--- config.mk ---
export PLATFORM = sky130hd
export DESIGN_NAME = pbc_ctrl
export DESIGN_NICKNAME = d
export VERILOG_FILES = /design/src/hw/pbc_pkg.sv /design/src/hw/pbc_tick_div.sv /design/src/hw/pbc_ctrl.sv
export SDC_FILE = /design/constraint.sdc
export NUM_CORES = 1
export LEC_CHECK = 0
export BUFFER_PORTS_ARGS = -buffer_cell sky130_fd_sc_hd__buf_4
export CAP_MARGIN = 10
export CORE_MARGIN = 4
export CORE_UTILIZATION = 49
export CTS_CLUSTER_SIZE = 8
export DETAILED_ROUTE_END_ITERATION = 10
export GPL_TIMING_DRIVEN = 0
export PLACE_DENSITY_LB_ADDON = 0.12
export SYNTH_ARGS = -nofsm -noshare
export SYNTH_HDL_FRONTEND = slang
export SYNTH_HIERARCHICAL = 1
export SYNTH_SLANG_ARGS = --single-unit
--- constraint.sdc ---
create_clock -name ref_clk_in -period 7.97 [get_ports ref_clk_in]
set_clock_uncertainty 0.2 [all_clocks]
set_input_delay 0.3985 -clock ref_clk_in [delete_from_list [all_inputs] [get_ports ref_clk_in]]
set_output_delay 0.3985 -clock ref_clk_in [all_outputs]
set_load 0.01 [all_outputs]
--- src/hw/pbc_pkg.sv ---
// polling bit-check controller: shared register map, field layout, reset values and counts
// assumes a 32-bit AXI4-Lite register port with byte addresses in the low four bits
package pbc_pkg;

  // register byte offsets
  localparam logic [3:0]  PBC_OFF_OPCFG  = 4'h0;
  localparam logic [3:0]  PBC_OFF_WIN    = 4'h4;
  localparam logic [3:0]  PBC_OFF_STATUS = 4'h8;
  localparam logic [3:0]  PBC_OFF_CMD    = 4'hC;

  // operating_config_reg fields
  localparam int          PBC_OPCFG_SLEEP_LSB = 0;
  localparam int          PBC_OPCFG_XSEL_BIT  = 5;
  localparam int          PBC_OPCFG_NCHK_LSB  = 6;
  localparam int          PBC_OPCFG_RATE_LSB  = 8;
  localparam int          PBC_OPCFG_W         = 10;

  // check-window register fields
  localparam int          PBC_WIN_LO_LSB = 0;
  localparam int          PBC_WIN_HI_LSB = 8;
  localparam int          PBC_WIN_W      = 16;

  // command register: write one returns to polling
  localparam int          PBC_CMD_POLL_BIT = 0;

  // status register fields
  localparam int          PBC_ST_STATE_LSB  = 0;
  localparam int          PBC_ST_ACT_BIT    = 2;
  localparam int          PBC_ST_FORCE_BIT  = 3;
  localparam int          PBC_ST_PASS_LSB   = 8;
  localparam int          PBC_ST_ICNT_LSB   = 16;

  // reset values: sleep 1, 3 check bits, range 0; window 14..24
  localparam logic [9:0]  PBC_OPCFG_RST = 10'h041;
  localparam logic [15:0] PBC_WIN_RST   = 16'h180E;

  // timing counts
  localparam int          PBC_DIV_STD          = 28;
  localparam int          PBC_DIV_ALT          = 30;
  localparam int          PBC_SLEEP_SHIFT_STD  = 10;
  localparam int          PBC_XMULT_LOG2       = 3;
  localparam int          PBC_SLEEP_SHIFT_EXT  = PBC_SLEEP_SHIFT_STD + PBC_XMULT_LOG2;
  localparam logic [4:0]  PBC_SLEEP_PERM       = 5'h1F;
  localparam logic [3:0]  PBC_XTICK_MAX_BASE   = 4'h8;
  localparam int          PBC_BITS_PER_STEP    = 3;
  localparam int          PBC_CHECKS_PER_BIT   = 2;
  localparam int          PBC_STARTUP_TICKS    = 32;

  // AXI responses
  localparam logic [1:0]  PBC_RESP_OKAY   = 2'h0;
  localparam logic [1:0]  PBC_RESP_SLVERR = 2'h2;

  typedef enum logic [1:0] {
    PBC_ST_SLEEP   = 2'b00,
    PBC_ST_STARTUP = 2'b01,
    PBC_ST_CHECK   = 2'b10,
    PBC_ST_RECEIVE = 2'b11
  } pbc_state_t;

endpackage : pbc_pkg

--- src/hw/pbc_tick_div.sv ---
// base tick divider: one-cycle pulse every DIV enabled clock cycles
// assumes clk_in is the crystal-derived clock and clr_in is synchronous
`timescale 1ns/10ps
module pbc_tick_div
  import pbc_pkg::*;
#(
  parameter int DIV = PBC_DIV_STD
) (
  input  wire logic clk_in,
  input  wire logic resetn_in,
  input  wire logic ce_in,
  input  wire logic clr_in,
  output logic      tick_out
);

  typedef struct packed {
    logic [4:0] cnt;
    logic       tick;
  } pbc_div_t;

  localparam logic [4:0] LAST = 5'(DIV - 1);

  pbc_div_t cur;
  pbc_div_t next_cur;

  always_comb begin
    next_cur      = cur;
    next_cur.tick = 1'b0;
    if (clr_in) begin
      next_cur.cnt = 5'h00;
    end else if (cur.cnt == LAST) begin
      next_cur.cnt  = 5'h00;
      next_cur.tick = 1'b1;
    end else begin
      next_cur.cnt = cur.cnt + 5'h01;
    end
  end

  always_ff @(posedge clk_in or negedge resetn_in) begin
    if (!resetn_in) begin
      cur <= '0;
    end else if (ce_in) begin
      cur <= next_cur;
    end
  end

  assign tick_out = cur.tick & ce_in;

endmodule : pbc_tick_div

--- src/hw/pbc_ctrl.sv ---
// polling controller: sleep / start-up / bit-check / receive sequencer with AXI4-Lite registers
// assumes ref_clk_in stands for the crystal oscillator clock; demod_in and poll_sel_n_in are
// asynchronous pins and are synchronised here
`timescale 1ns/10ps
// Function
// - base tick is the oscillator clock divided by 28 or 30 by variant
// - extended tick spans 8, 4, 2 or 1 base ticks for rate band 0..3
// - polling loops sleep, start-up, bit check; failed check returns to sleep
// - signal processing off in sleep, enabled and settling during start-up
// - activity indicator low while sleeping, high in any active state
// - sleep time is sleep setting times multiplier times 1024 base ticks
// - sleep multiplier is 8 when the extension select bit is set, else 1
// - maximum sleep setting means permanent sleep until another value is written
// - in permanent sleep the polling-select pin switches the receiver on and off
// - check-bit setting picks 0, 3, 6 or 9 bits, two interval checks each
// - enough consecutive passing checks move bit check to receiving mode
// - an interval outside the window aborts bit check back to sleep
// - lower window is low limit ticks, upper is high limit minus one ticks
// - low and high limits are 5-bit fields of the check-window register
// - interval counter advances on extended ticks and is compared at edges
// - counter reaching high limit fails at once; early edge below low fails
// - demodulator edges are ignored during start-up
// - receiving mode holds until an explicit return to polling
// - polling-select low forces start-up from sleep, ignoring but keeping sleep and check settings; a running bit check goes on
module pbc_ctrl
  import pbc_pkg::*;
#(
  parameter int VARIANT_DIV   = PBC_DIV_STD,
  parameter int STARTUP_TICKS = PBC_STARTUP_TICKS
) (
  input  wire logic        ref_clk_in,
  input  wire logic        resetn_in,
  input  wire logic        ce_in,
  input  wire logic        demod_in,
  input  wire logic        poll_sel_n_in,
  output logic             activity_indicator_out,
  output logic             sig_proc_en_out,
  output logic             receiving_out,
  input  wire logic [3:0]  s_axi_awaddr_in,
  input  wire logic        s_axi_awvalid_in,
  output logic             s_axi_awready_out,
  input  wire logic [31:0] s_axi_wdata_in,
  input  wire logic [3:0]  s_axi_wstrb_in,
  input  wire logic        s_axi_wvalid_in,
  output logic             s_axi_wready_out,
  output logic [1:0]       s_axi_bresp_out,
  output logic             s_axi_bvalid_out,
  input  wire logic        s_axi_bready_in,
  input  wire logic [3:0]  s_axi_araddr_in,
  input  wire logic        s_axi_arvalid_in,
  output logic             s_axi_arready_out,
  output logic [31:0]      s_axi_rdata_out,
  output logic [1:0]       s_axi_rresp_out,
  output logic             s_axi_rvalid_out,
  input  wire logic        s_axi_rready_in
);

  typedef struct packed {
    logic [2:0]            demod_sync;
    logic [2:0]            poll_sync;
    logic                  demod_lvl;
    logic                  poll_lvl;
    pbc_state_t            state;
    logic [17:0]           sleep_cnt;
    logic [15:0]           start_cnt;
    logic [2:0]            xcnt;
    logic [5:0]            icnt;
    logic                  armed;
    logic [4:0]            passes;
    logic [PBC_OPCFG_W-1:0] opcfg;
    logic [PBC_WIN_W-1:0]  win;
    logic                  bvalid;
    logic [1:0]            bresp;
    logic                  rvalid;
    logic [31:0]           rdata;
    logic [1:0]            rresp;
  } pbc_regs_t;

  localparam logic [15:0] START_LAST = 16'(STARTUP_TICKS - 1);

  localparam pbc_regs_t REGS_RST = '{
    demod_sync: 3'h0,
    poll_sync:  3'h7,
    demod_lvl:  1'b0,
    poll_lvl:   1'b1,
    state:      PBC_ST_SLEEP,
    sleep_cnt:  18'h00000,
    start_cnt:  16'h0000,
    xcnt:       3'h0,
    icnt:       6'h00,
    armed:      1'b0,
    passes:     5'h00,
    opcfg:      PBC_OPCFG_RST,
    win:        PBC_WIN_RST,
    bvalid:     1'b0,
    bresp:      PBC_RESP_OKAY,
    rvalid:     1'b0,
    rdata:      32'h00000000,
    rresp:      PBC_RESP_OKAY
  };

  pbc_regs_t cur;
  pbc_regs_t next_cur;

  logic        base_tick;
  logic        div_clr;
  logic        wr_go;
  logic        rd_go;

  // byte-lane merge of a write into the current register contents
  function automatic logic [31:0] pbc_merge(input logic [31:0] old_v,
                                            input logic [31:0] new_v,
                                            input logic [3:0]  strb);
    logic [31:0] res;
    res = old_v;
    for (int i = 0; i < 4; i++) begin
      if (strb[i]) begin
        res[i*8 +: 8] = new_v[i*8 +: 8];
      end
    end
    return res;
  endfunction : pbc_merge

  // base divider free-runs; only the extended tick counter restarts at check entry
  assign div_clr = 1'b0;

  pbc_tick_div #(
    .DIV (VARIANT_DIV)
  ) u_base_div (
    .clk_in    (ref_clk_in),
    .resetn_in (resetn_in),
    .ce_in     (ce_in),
    .clr_in    (div_clr),
    .tick_out  (base_tick)
  );

  // bus handshakes are combinational and frozen with the clock enable
  assign wr_go             = ce_in & s_axi_awvalid_in & s_axi_wvalid_in & ~cur.bvalid;
  assign rd_go             = ce_in & s_axi_arvalid_in & ~cur.rvalid;
  assign s_axi_awready_out = wr_go;
  assign s_axi_wready_out  = wr_go;
  assign s_axi_arready_out = rd_go;

  always_comb begin
    logic [4:0]  sleep_v;
    logic        xsel;
    logic [1:0]  nchk;
    logic [1:0]  rate;
    logic [4:0]  lo_lim;
    logic [4:0]  hi_lim;
    logic [17:0] sleep_target;
    logic [3:0]  xlen;
    logic        xtick;
    logic [4:0]  req_checks;
    logic        perm;
    logic        forced;
    logic        poll_rise;
    logic        edge_seen;
    logic        back_to_poll;
    logic [31:0] wmerged;
    logic [31:0] status;

    next_cur     = cur;
    edge_seen    = 1'b0;
    forced       = 1'b0;
    poll_rise    = 1'b0;
    back_to_poll = 1'b0;
    wmerged      = 32'h00000000;
    status       = 32'h00000000;

    sleep_v      = cur.opcfg[PBC_OPCFG_SLEEP_LSB +: 5];
    xsel         = cur.opcfg[PBC_OPCFG_XSEL_BIT];
    nchk         = cur.opcfg[PBC_OPCFG_NCHK_LSB +: 2];
    rate         = cur.opcfg[PBC_OPCFG_RATE_LSB +: 2];
    lo_lim       = cur.win[PBC_WIN_LO_LSB +: 5];
    hi_lim       = cur.win[PBC_WIN_HI_LSB +: 5];
    sleep_target = 18'(sleep_v) << (xsel ? PBC_SLEEP_SHIFT_EXT
                                         : PBC_SLEEP_SHIFT_STD);
    xlen         = PBC_XTICK_MAX_BASE >> rate;
    xtick        = base_tick && (cur.xcnt == 3'(xlen - 4'h1));
    req_checks   = 5'(nchk) * 5'(PBC_BITS_PER_STEP * PBC_CHECKS_PER_BIT);
    perm         = (sleep_v == PBC_SLEEP_PERM);

    // pins: three stages, a change counts once the last two agree
    next_cur.demod_sync = {cur.demod_sync[1:0], demod_in};
    next_cur.poll_sync  = {cur.poll_sync[1:0], poll_sel_n_in};
    if (cur.demod_sync[1] == cur.demod_sync[2]) begin
      next_cur.demod_lvl = cur.demod_sync[2];
    end
    if (cur.poll_sync[1] == cur.poll_sync[2]) begin
      next_cur.poll_lvl = cur.poll_sync[2];
    end
    edge_seen = (next_cur.demod_lvl != cur.demod_lvl);
    forced    = ~cur.poll_lvl;
    poll_rise = next_cur.poll_lvl & ~cur.poll_lvl;

    // register writes
    if (wr_go) begin
      next_cur.bvalid = 1'b1;
      next_cur.bresp  = PBC_RESP_OKAY;
      case (s_axi_awaddr_in)
        PBC_OFF_OPCFG: begin
          wmerged        = pbc_merge(32'(cur.opcfg), s_axi_wdata_in, s_axi_wstrb_in);
          next_cur.opcfg = wmerged[PBC_OPCFG_W-1:0];
        end
        PBC_OFF_WIN: begin
          wmerged      = pbc_merge(32'(cur.win), s_axi_wdata_in, s_axi_wstrb_in);
          // only the two limit fields are stored, the bits around them read as zero
          next_cur.win = '0;
          next_cur.win[PBC_WIN_LO_LSB +: 5] = wmerged[PBC_WIN_LO_LSB +: 5];
          next_cur.win[PBC_WIN_HI_LSB +: 5] = wmerged[PBC_WIN_HI_LSB +: 5];
        end
        PBC_OFF_STATUS: begin
          next_cur.bresp = PBC_RESP_OKAY;
        end
        PBC_OFF_CMD: begin
          back_to_poll = s_axi_wstrb_in[0] & s_axi_wdata_in[PBC_CMD_POLL_BIT];
        end
        default: begin
          next_cur.bresp = PBC_RESP_SLVERR;
        end
      endcase
    end else if (cur.bvalid && s_axi_bready_in) begin
      next_cur.bvalid = 1'b0;
    end

    // sequencer
    case (cur.state)
      PBC_ST_SLEEP: begin
        if (base_tick && (cur.sleep_cnt != 18'h3FFFF)) begin
          next_cur.sleep_cnt = cur.sleep_cnt + 18'h00001;
        end
        if (forced) begin
          next_cur.state     = PBC_ST_STARTUP;
          next_cur.start_cnt = 16'h0000;
        end else if (!perm && (cur.sleep_cnt >= sleep_target)) begin
          next_cur.state     = PBC_ST_STARTUP;
          next_cur.start_cnt = 16'h0000;
        end
      end
      PBC_ST_STARTUP: begin
        // demodulator output is not trusted yet, edges are not looked at
        if (base_tick) begin
          next_cur.start_cnt = cur.start_cnt + 16'h0001;
        end
        if (base_tick && (cur.start_cnt == START_LAST)) begin
          next_cur.xcnt   = 3'h0;
          next_cur.icnt   = 6'h00;
          next_cur.armed  = 1'b0;
          next_cur.passes = 5'h00;
          if (forced || (req_checks == 5'h00)) begin
            next_cur.state = PBC_ST_RECEIVE;
          end else begin
            next_cur.state = PBC_ST_CHECK;
          end
        end
      end
      PBC_ST_CHECK: begin
        if (base_tick) begin
          next_cur.xcnt = xtick ? 3'h0 : cur.xcnt + 3'h1;
        end
        if (xtick && (cur.icnt != 6'h3F)) begin
          next_cur.icnt = cur.icnt + 6'h01;
        end
        // reaching the high limit means the interval already exceeds (hi-1) ticks
        if (cur.icnt >= 6'(hi_lim)) begin
          next_cur.state     = PBC_ST_SLEEP;
          next_cur.sleep_cnt = 18'h00000;
        end else if (edge_seen) begin
          next_cur.icnt = 6'h00;
          if (!cur.armed) begin
            // the first edge only starts the first interval
            next_cur.armed = 1'b1;
          end else if (cur.icnt < 6'(lo_lim)) begin
            next_cur.state     = PBC_ST_SLEEP;
            next_cur.sleep_cnt = 18'h00000;
          end else begin
            next_cur.passes = cur.passes + 5'h01;
            if ((cur.passes + 5'h01) >= req_checks) begin
              next_cur.state = PBC_ST_RECEIVE;
            end
          end
        end
      end
      PBC_ST_RECEIVE: begin
        next_cur.state = PBC_ST_RECEIVE;
      end
      default: begin
        next_cur.state = PBC_ST_SLEEP;
      end
    endcase

    // explicit return to polling: command write or release of the select pin
    if ((back_to_poll || poll_rise) && (cur.state != PBC_ST_SLEEP)) begin
      next_cur.state     = PBC_ST_SLEEP;
      next_cur.sleep_cnt = 18'h00000;
    end

    // register reads
    status[PBC_ST_STATE_LSB +: 2] = cur.state;
    status[PBC_ST_ACT_BIT]        = (cur.state != PBC_ST_SLEEP);
    status[PBC_ST_FORCE_BIT]      = forced;
    status[PBC_ST_PASS_LSB +: 5]  = cur.passes;
    status[PBC_ST_ICNT_LSB +: 6]  = cur.icnt;
    if (rd_go) begin
      next_cur.rvalid = 1'b1;
      next_cur.rresp  = PBC_RESP_OKAY;
      case (s_axi_araddr_in)
        PBC_OFF_OPCFG:  next_cur.rdata = 32'(cur.opcfg);
        PBC_OFF_WIN:    next_cur.rdata = 32'(cur.win);
        PBC_OFF_STATUS: next_cur.rdata = status;
        PBC_OFF_CMD:    next_cur.rdata = 32'h00000000;
        default: begin
          next_cur.rdata = 32'h00000000;
          next_cur.rresp = PBC_RESP_SLVERR;
        end
      endcase
    end else if (cur.rvalid && s_axi_rready_in) begin
      next_cur.rvalid = 1'b0;
    end
  end

  always_ff @(posedge ref_clk_in or negedge resetn_in) begin
    if (!resetn_in) begin
      cur <= REGS_RST;
    end else if (ce_in) begin
      cur <= next_cur;
    end
  end

  assign activity_indicator_out = (cur.state != PBC_ST_SLEEP);
  assign sig_proc_en_out        = (cur.state != PBC_ST_SLEEP);
  assign receiving_out          = (cur.state == PBC_ST_RECEIVE);
  assign s_axi_bvalid_out       = cur.bvalid;
  assign s_axi_bresp_out        = cur.bresp;
  assign s_axi_rvalid_out       = cur.rvalid;
  assign s_axi_rdata_out        = cur.rdata;
  assign s_axi_rresp_out        = cur.rresp;

endmodule : pbc_ctrl

Word-level counts from Yosys, hierarchy flattened

Cells that the tools add are included.

Shifts and indexed selects: 2
$lt $le $gt $ge: 4
Multiply operators: 1
Reductions and logical operators: 38
Bitwise logic cells: 11
$add $sub $neg: 7
Mux-type cells: 41
Equality and inequality tests: 33

Operators by type and width:

| kind                                            | count |
|---|---|
| two-way mux 20 bit                              | 4 |
| one-hot mux 22 bit (3 select lines)             | 1 |
| two-way mux 16 bit                              | 3 |
| two-way mux 18 bit                              | 2 |
| one-hot mux 18 bit (2 select lines)             | 1 |
| one-hot mux 16 bit (2 select lines)             | 1 |
| one-hot mux 15 bit (2 select lines)             | 1 |
| two-way mux 12 bit                              | 2 |
| AND reduction 4 bit                             | 6 |
| adder 18 x 1 -> 18 bit (second input constant)  | 1 |
| greater-or-equal comparator 18 bit              | 1 |
| inequality test 18 bit (second input constant)  | 1 |
| left shift 5 x 4 -> 18 bit                      | 1 |
| adder 16 x 1 -> 16 bit (second input constant)  | 1 |
| == test 16 x 5 -> 1 bit (second input constant) | 1 |
| == test 4 bit (second input constant)           | 4 |
| inequality test 4 bit (second input constant)   | 4 |
| two-way mux 15 bit                              | 1 |
| two-way mux 5 bit                               | 3 |
| two-way mux 2 bit                               | 7 |
| inequality test 2 bit (second input constant)   | 7 |
| AND reduction 6 bit                             | 2 |
| adder 5 x 1 -> 5 bit (second input constant)    | 2 |
| == test 5 bit (second input constant)           | 2 |
| 36 further kinds                                | 78 |

Word-level logic and storage cells: 159
Register bits: 123
Output and inout port bits: 44
Bits of input ports: 54

Logic depth before layout (Yosys ltp)

Depth after elaboration: 9
Mapped depth: 10
Gate-level depth less buffers: 9

By module

Netlist, hierarchy kept.

Modules (own cells, without submodules):

| module       | area an instance (um^2) | instances | seq. area each (um^2) | cells an instance |
|---|---|---|---|---|
| pbc_ctrl     | 6165.9                  | 1         | 2566.2                | 660 |
| pbc_tick_div | 324.1                   | 1         | 150.1                 | 31 |

Worst setup path before layout

Ideal clock, no wire load.

Path type: register -> register
Start: register cur[59] (netlist name)
End: register cur[89] (netlist name)
Data arrival time: 2.223 ns
Buffers on the path: 2
Period minus slack after synthesis: 2.568 ns
Setup time: 0.145 ns
Stages on the path, launching flop included: 10
Required time: 7.625 ns
Path slack: 5.402 ns
Cell sequence: dfrtp_1 > clkbuf_1 > nand2_1 > ha_1 > a211oi_1 > nand4_1 > or3_1 > nand4_1 > buf_2 > o221ai_1

Longest elaborated chain between the ends: 6

Ends and longest elaborated chain:

| what                                   | line            | source |
|---|---|---|
| start: declaration                     | pbc_ctrl.sv:102 | `pbc_regs_t cur;` |
| start signal: assignment               | pbc_ctrl.sv:327 | `cur <= next_cur;` |
| two-way mux 3 bit                      | pbc_ctrl.sv:177 | `sleep_target = 18'(sleep_v) << (xsel ? PBC_SLEEP_SHIFT_EXT` |
| left shift 5 x 4 -> 18 bit             | pbc_ctrl.sv:177 |  |
| greater-or-equal comparator 18 bit     | pbc_ctrl.sv:236 | `end else if (!perm && (cur.sleep_cnt >= sleep_target)) begin` |
| logical AND 1 bit                      | pbc_ctrl.sv:236 |  |
| inequality test 3 bit (no source line) | n/a             |  |
| AND reduction 4 bit (no source line)   | n/a             |  |

No other way between the ends.
A chain may end at the register's enable or synchronous reset.

Worst setup path after layout

Start: register cur[59] (netlist name)
End: register cur[88] (netlist name)

Same word-level chain as after synthesis.

==> results.toml <==
[logic_synthesis]
synth.area.top_cells = "dfrtp_1 (37%), ha_1 (6.4%), nand2_1 (5.1%), buf_4 (4.5%), dfstp_2 (4.5%)"
ys_async_sr_fraction_pct = 100
post-synth-top-count-cell = "dfrtp_1"
avgSynthCellArea_um2 = 9.39
synth_commonest_cells = "dfrtp_1 (97), nand2_1 (89), o21ai_0 (54), nor2_1 (40), buf_4 (39)"
netlist_area_um2 = 6490
ys_ff_latch = 108
synthFlopType = "dfrtp_1"
synth_top_area_cell = "dfrtp_1"
synth_edf_count = 0
syn_inst = 691
yosysWarnings = 6
ys_seq_area_share_pct = 41.9
yosysUniqueCellTypes = 73
yosys.area.top_type_share_pct = 37.4

[detailed_routing]
viasPerCell = 5.62
ant_nets = 0
wl_mm = 15.5
drc = 0
via_count = 5406
routedWlPerCell_um = 16.1
dr.pass1.iters = 5
drtIter0Drc = 389

[sta]
period_share_pct = 40.3
max_freq_ghz = 0.312
maxSlewViolCount = 0
setup-violations-final = 0
layout_setup_ws_ns = 4.76
tns_ns = 0
tightest_slew_ns = 0.977
hold_violations = 0
grt_setup_unrepaired = "no"
fin_crit_ns = 3.21
max_slew_margin_pct = 34.3

[die]
fp.dieW_um = 123
floorplan.initialDensity_pct = 50.8
die_h_um = 123
core_area_um2 = 12800
rows = 41
io_pins = 98
die_area_um2 = 15100

[clock_network]
cts_hold_buffers = 1
clockBufferDepth = 2
cts_tree = "yes"
root_buffer = "clkbuf_16"
cts.repair.resized = 0
clkTransAtPathRegs_ns = 0.07
cts.sinks = 108
h-tree-depth = 3
cts_setup_buffers = 0
cts_buffers = 9
worstSkewPairLatency_ns = 0.35

[global_route]
top_usage_layer = "met2"
gr-total-overflow = 0
grt_max_degree = 58
globalRouteMet2Util_pct = 35.1
grt_usage_pct = 21.3
grt_pass1_wl_mm = 25.4
grt_pass1_vias = 5173
met1_usage_pct = 29.0
grt.met3_usage_pct = 3.16
grt_antenna_before_repair = 0

[cells_and_area]
nNetsFinal = 873
antenna_cells = 0
drive_gt1_share_pct = 22.5
syn_to_final_growth_pct = 16.1
fin_util_pct = 59.0

[worst_setup_path]
max_stage_delay_ns = 0.45
arrival_ns = 3.26
r2r_slack_ns = 4.76
critical_path.top_delay_family = "simple AND/OR/NAND/NOR gates"
crit_chain = "clkbuf_1 > nand2_1 > ha_1 > a211oi_1 > nand4_1 > or3_1 > nand4_1 > buf_2 > o21ai_0 > o31ai_1"
worstSetupStartpointType = "register"
cp.buffers_inverters = 2
r2r_start = "cur[59]$_DFFE_PN0P_"
critPathRequiredTime_ns = 8.03
cp_common_cell = "nand4_1"
path_class = "register to register"
critical-path-slowest-cell = "or3_1"
r2r.worst_path.cells = 10
critical_path.endpoint_type = "register"
r2r_end = "cur[88]$_DFFE_PN0P_"
crit_path_max_fanout = 10

[min_path]
min_path_cells = 2
hp-class = "primary input to register"
holdCritStartpoint = "s_axi_wdata_in[11]"
hold_path_end = "cur[49]$_DFFE_PN1P_"

[power]
p_leak_uw = 0.00351
peakVddDrop_uv = 83.0
p_per_area_nw_per_um2 = 175
p_total_uw = 1320

[place]
numPortBuffers = 61
place_congestion = 0.861
dp_hpwl_mm = 11.5
pre_cts_slack_ns = 4.80

[job]
cap_viol_max_count = 0

[status]
status = "completed"
## state kept, by name, indices dropped and copies added, names as in the netlist
signal and count:
cur 79, s_axi_bresp_out 1, s_axi_bvalid_out 1, s_axi_rdata_out 19, s_axi_rresp_out 1, s_axi_rvalid_out 1, u_base_div/cur 6
## area by class of cell
cell class	count	area (um^2)
fill	1154	5240
multi-input combinational	515	3360
sequential	108	2720
timing repair buffer	63	495
buffer	56	365
clock buffer	13	240
tap	172	215
inverter	33	124
clock inverter	2	12.5
## kinds of logic (layout without fill, tap and decap cells)
kind of cell / Yosys count / after routing / synth area share, %
AND/OR/NAND/NOR: 252 / 252 / 20.4
adder cells (fa/ha/maj): 33 / 33 / 6.36
multiplexers: 39 / 39 / 6.50
flip-flops: 108 / 108 / 41.9
other: 2 / 23 / 0.116
XOR/XNOR: 5 / 5 / 0.675
buffers and inverters: 89 / 167 / 7.54
AO/OA/AOI/OAI: 163 / 163 / 16.5
## per-stage QoR
stage	std cells	area, um^2	hold WS (ns)
floorplan	712	6570	-0.0971
global placement	945	7240	0.268
detailed placement	946	7270	0.271
CTS	962	7530	0.0698
global route	962	7530	0.0704
finish	962	7530	0.0770
## cells in the final DEF (no fill, tap or decap), drive strengths merged, types with 3 or more instances in the layout
| cell | instances |
|---|---|
| buf | 110 |
| dfrtp | 97 |
| nand2 | 90 |
| o21ai | 56 |
| nor2 | 41 |
| inv | 33 |
| ha | 33 |
| a21oi | 27 |
| mux2 | 25 |
| nand3 | 24 |
| conb | 23 |
| clkbuf | 21 |
| a31oi | 20 |
| nor3 | 16 |
| mux2i | 14 |
| nand4 | 13 |
| nand2b | 11 |
| dfstp | 11 |
| and3 | 10 |
| a22o | 10 |
| nor2b | 7 |
| o22ai | 7 |
| o31ai | 7 |
| nand3b | 6 |
| a211oi | 6 |
| or3 | 5 |
| nor4 | 5 |
| nor4b | 4 |
| o221ai | 4 |
| and2 | 3 |
| xnor2 | 3 |
| a21o | 3 |
| o21a | 3 |
| or4 | 3 |
| a22oi | 3 |
| or2 | 3 |
| nand4b | 3 |
## worst max-delay path by stage
stage                                   start  slack (ns)             endpoint  cells past startpoint
after floorplan           cur[59]$_DFFE_PN0P_        5.40  cur[89]$_DFFE_PN0P_                      9
after global routing      cur[59]$_DFFE_PN0P_        4.58  cur[86]$_DFFE_PN0P_                     10
after detailed placement  cur[59]$_DFFE_PN0P_        4.80  cur[88]$_DFFE_PN0P_                     10
final                     cur[59]$_DFFE_PN0P_        4.76  cur[88]$_DFFE_PN0P_                     10
after global placement    cur[59]$_DFFE_PN0P_        4.85  cur[89]$_DFFE_PN0P_                      9
after CTS                 cur[59]$_DFFE_PN0P_        4.77  cur[88]$_DFFE_PN0P_                     10
## metal layers
layer | up-vias | part of all wire [%]
met5 | - | 0
met4 | 0 | 1.5
met3 | 14 | 4.8
met2 | 130 | 48
met1 | 2627 | 46
li1 | 2635 | -
## power by group
part,switching (uW),internal (uW)
clock,196,211
sequential,44.1,593
combinational,158,116
total,398,920
Note: power is estimated with default switching activity, not from simulation.
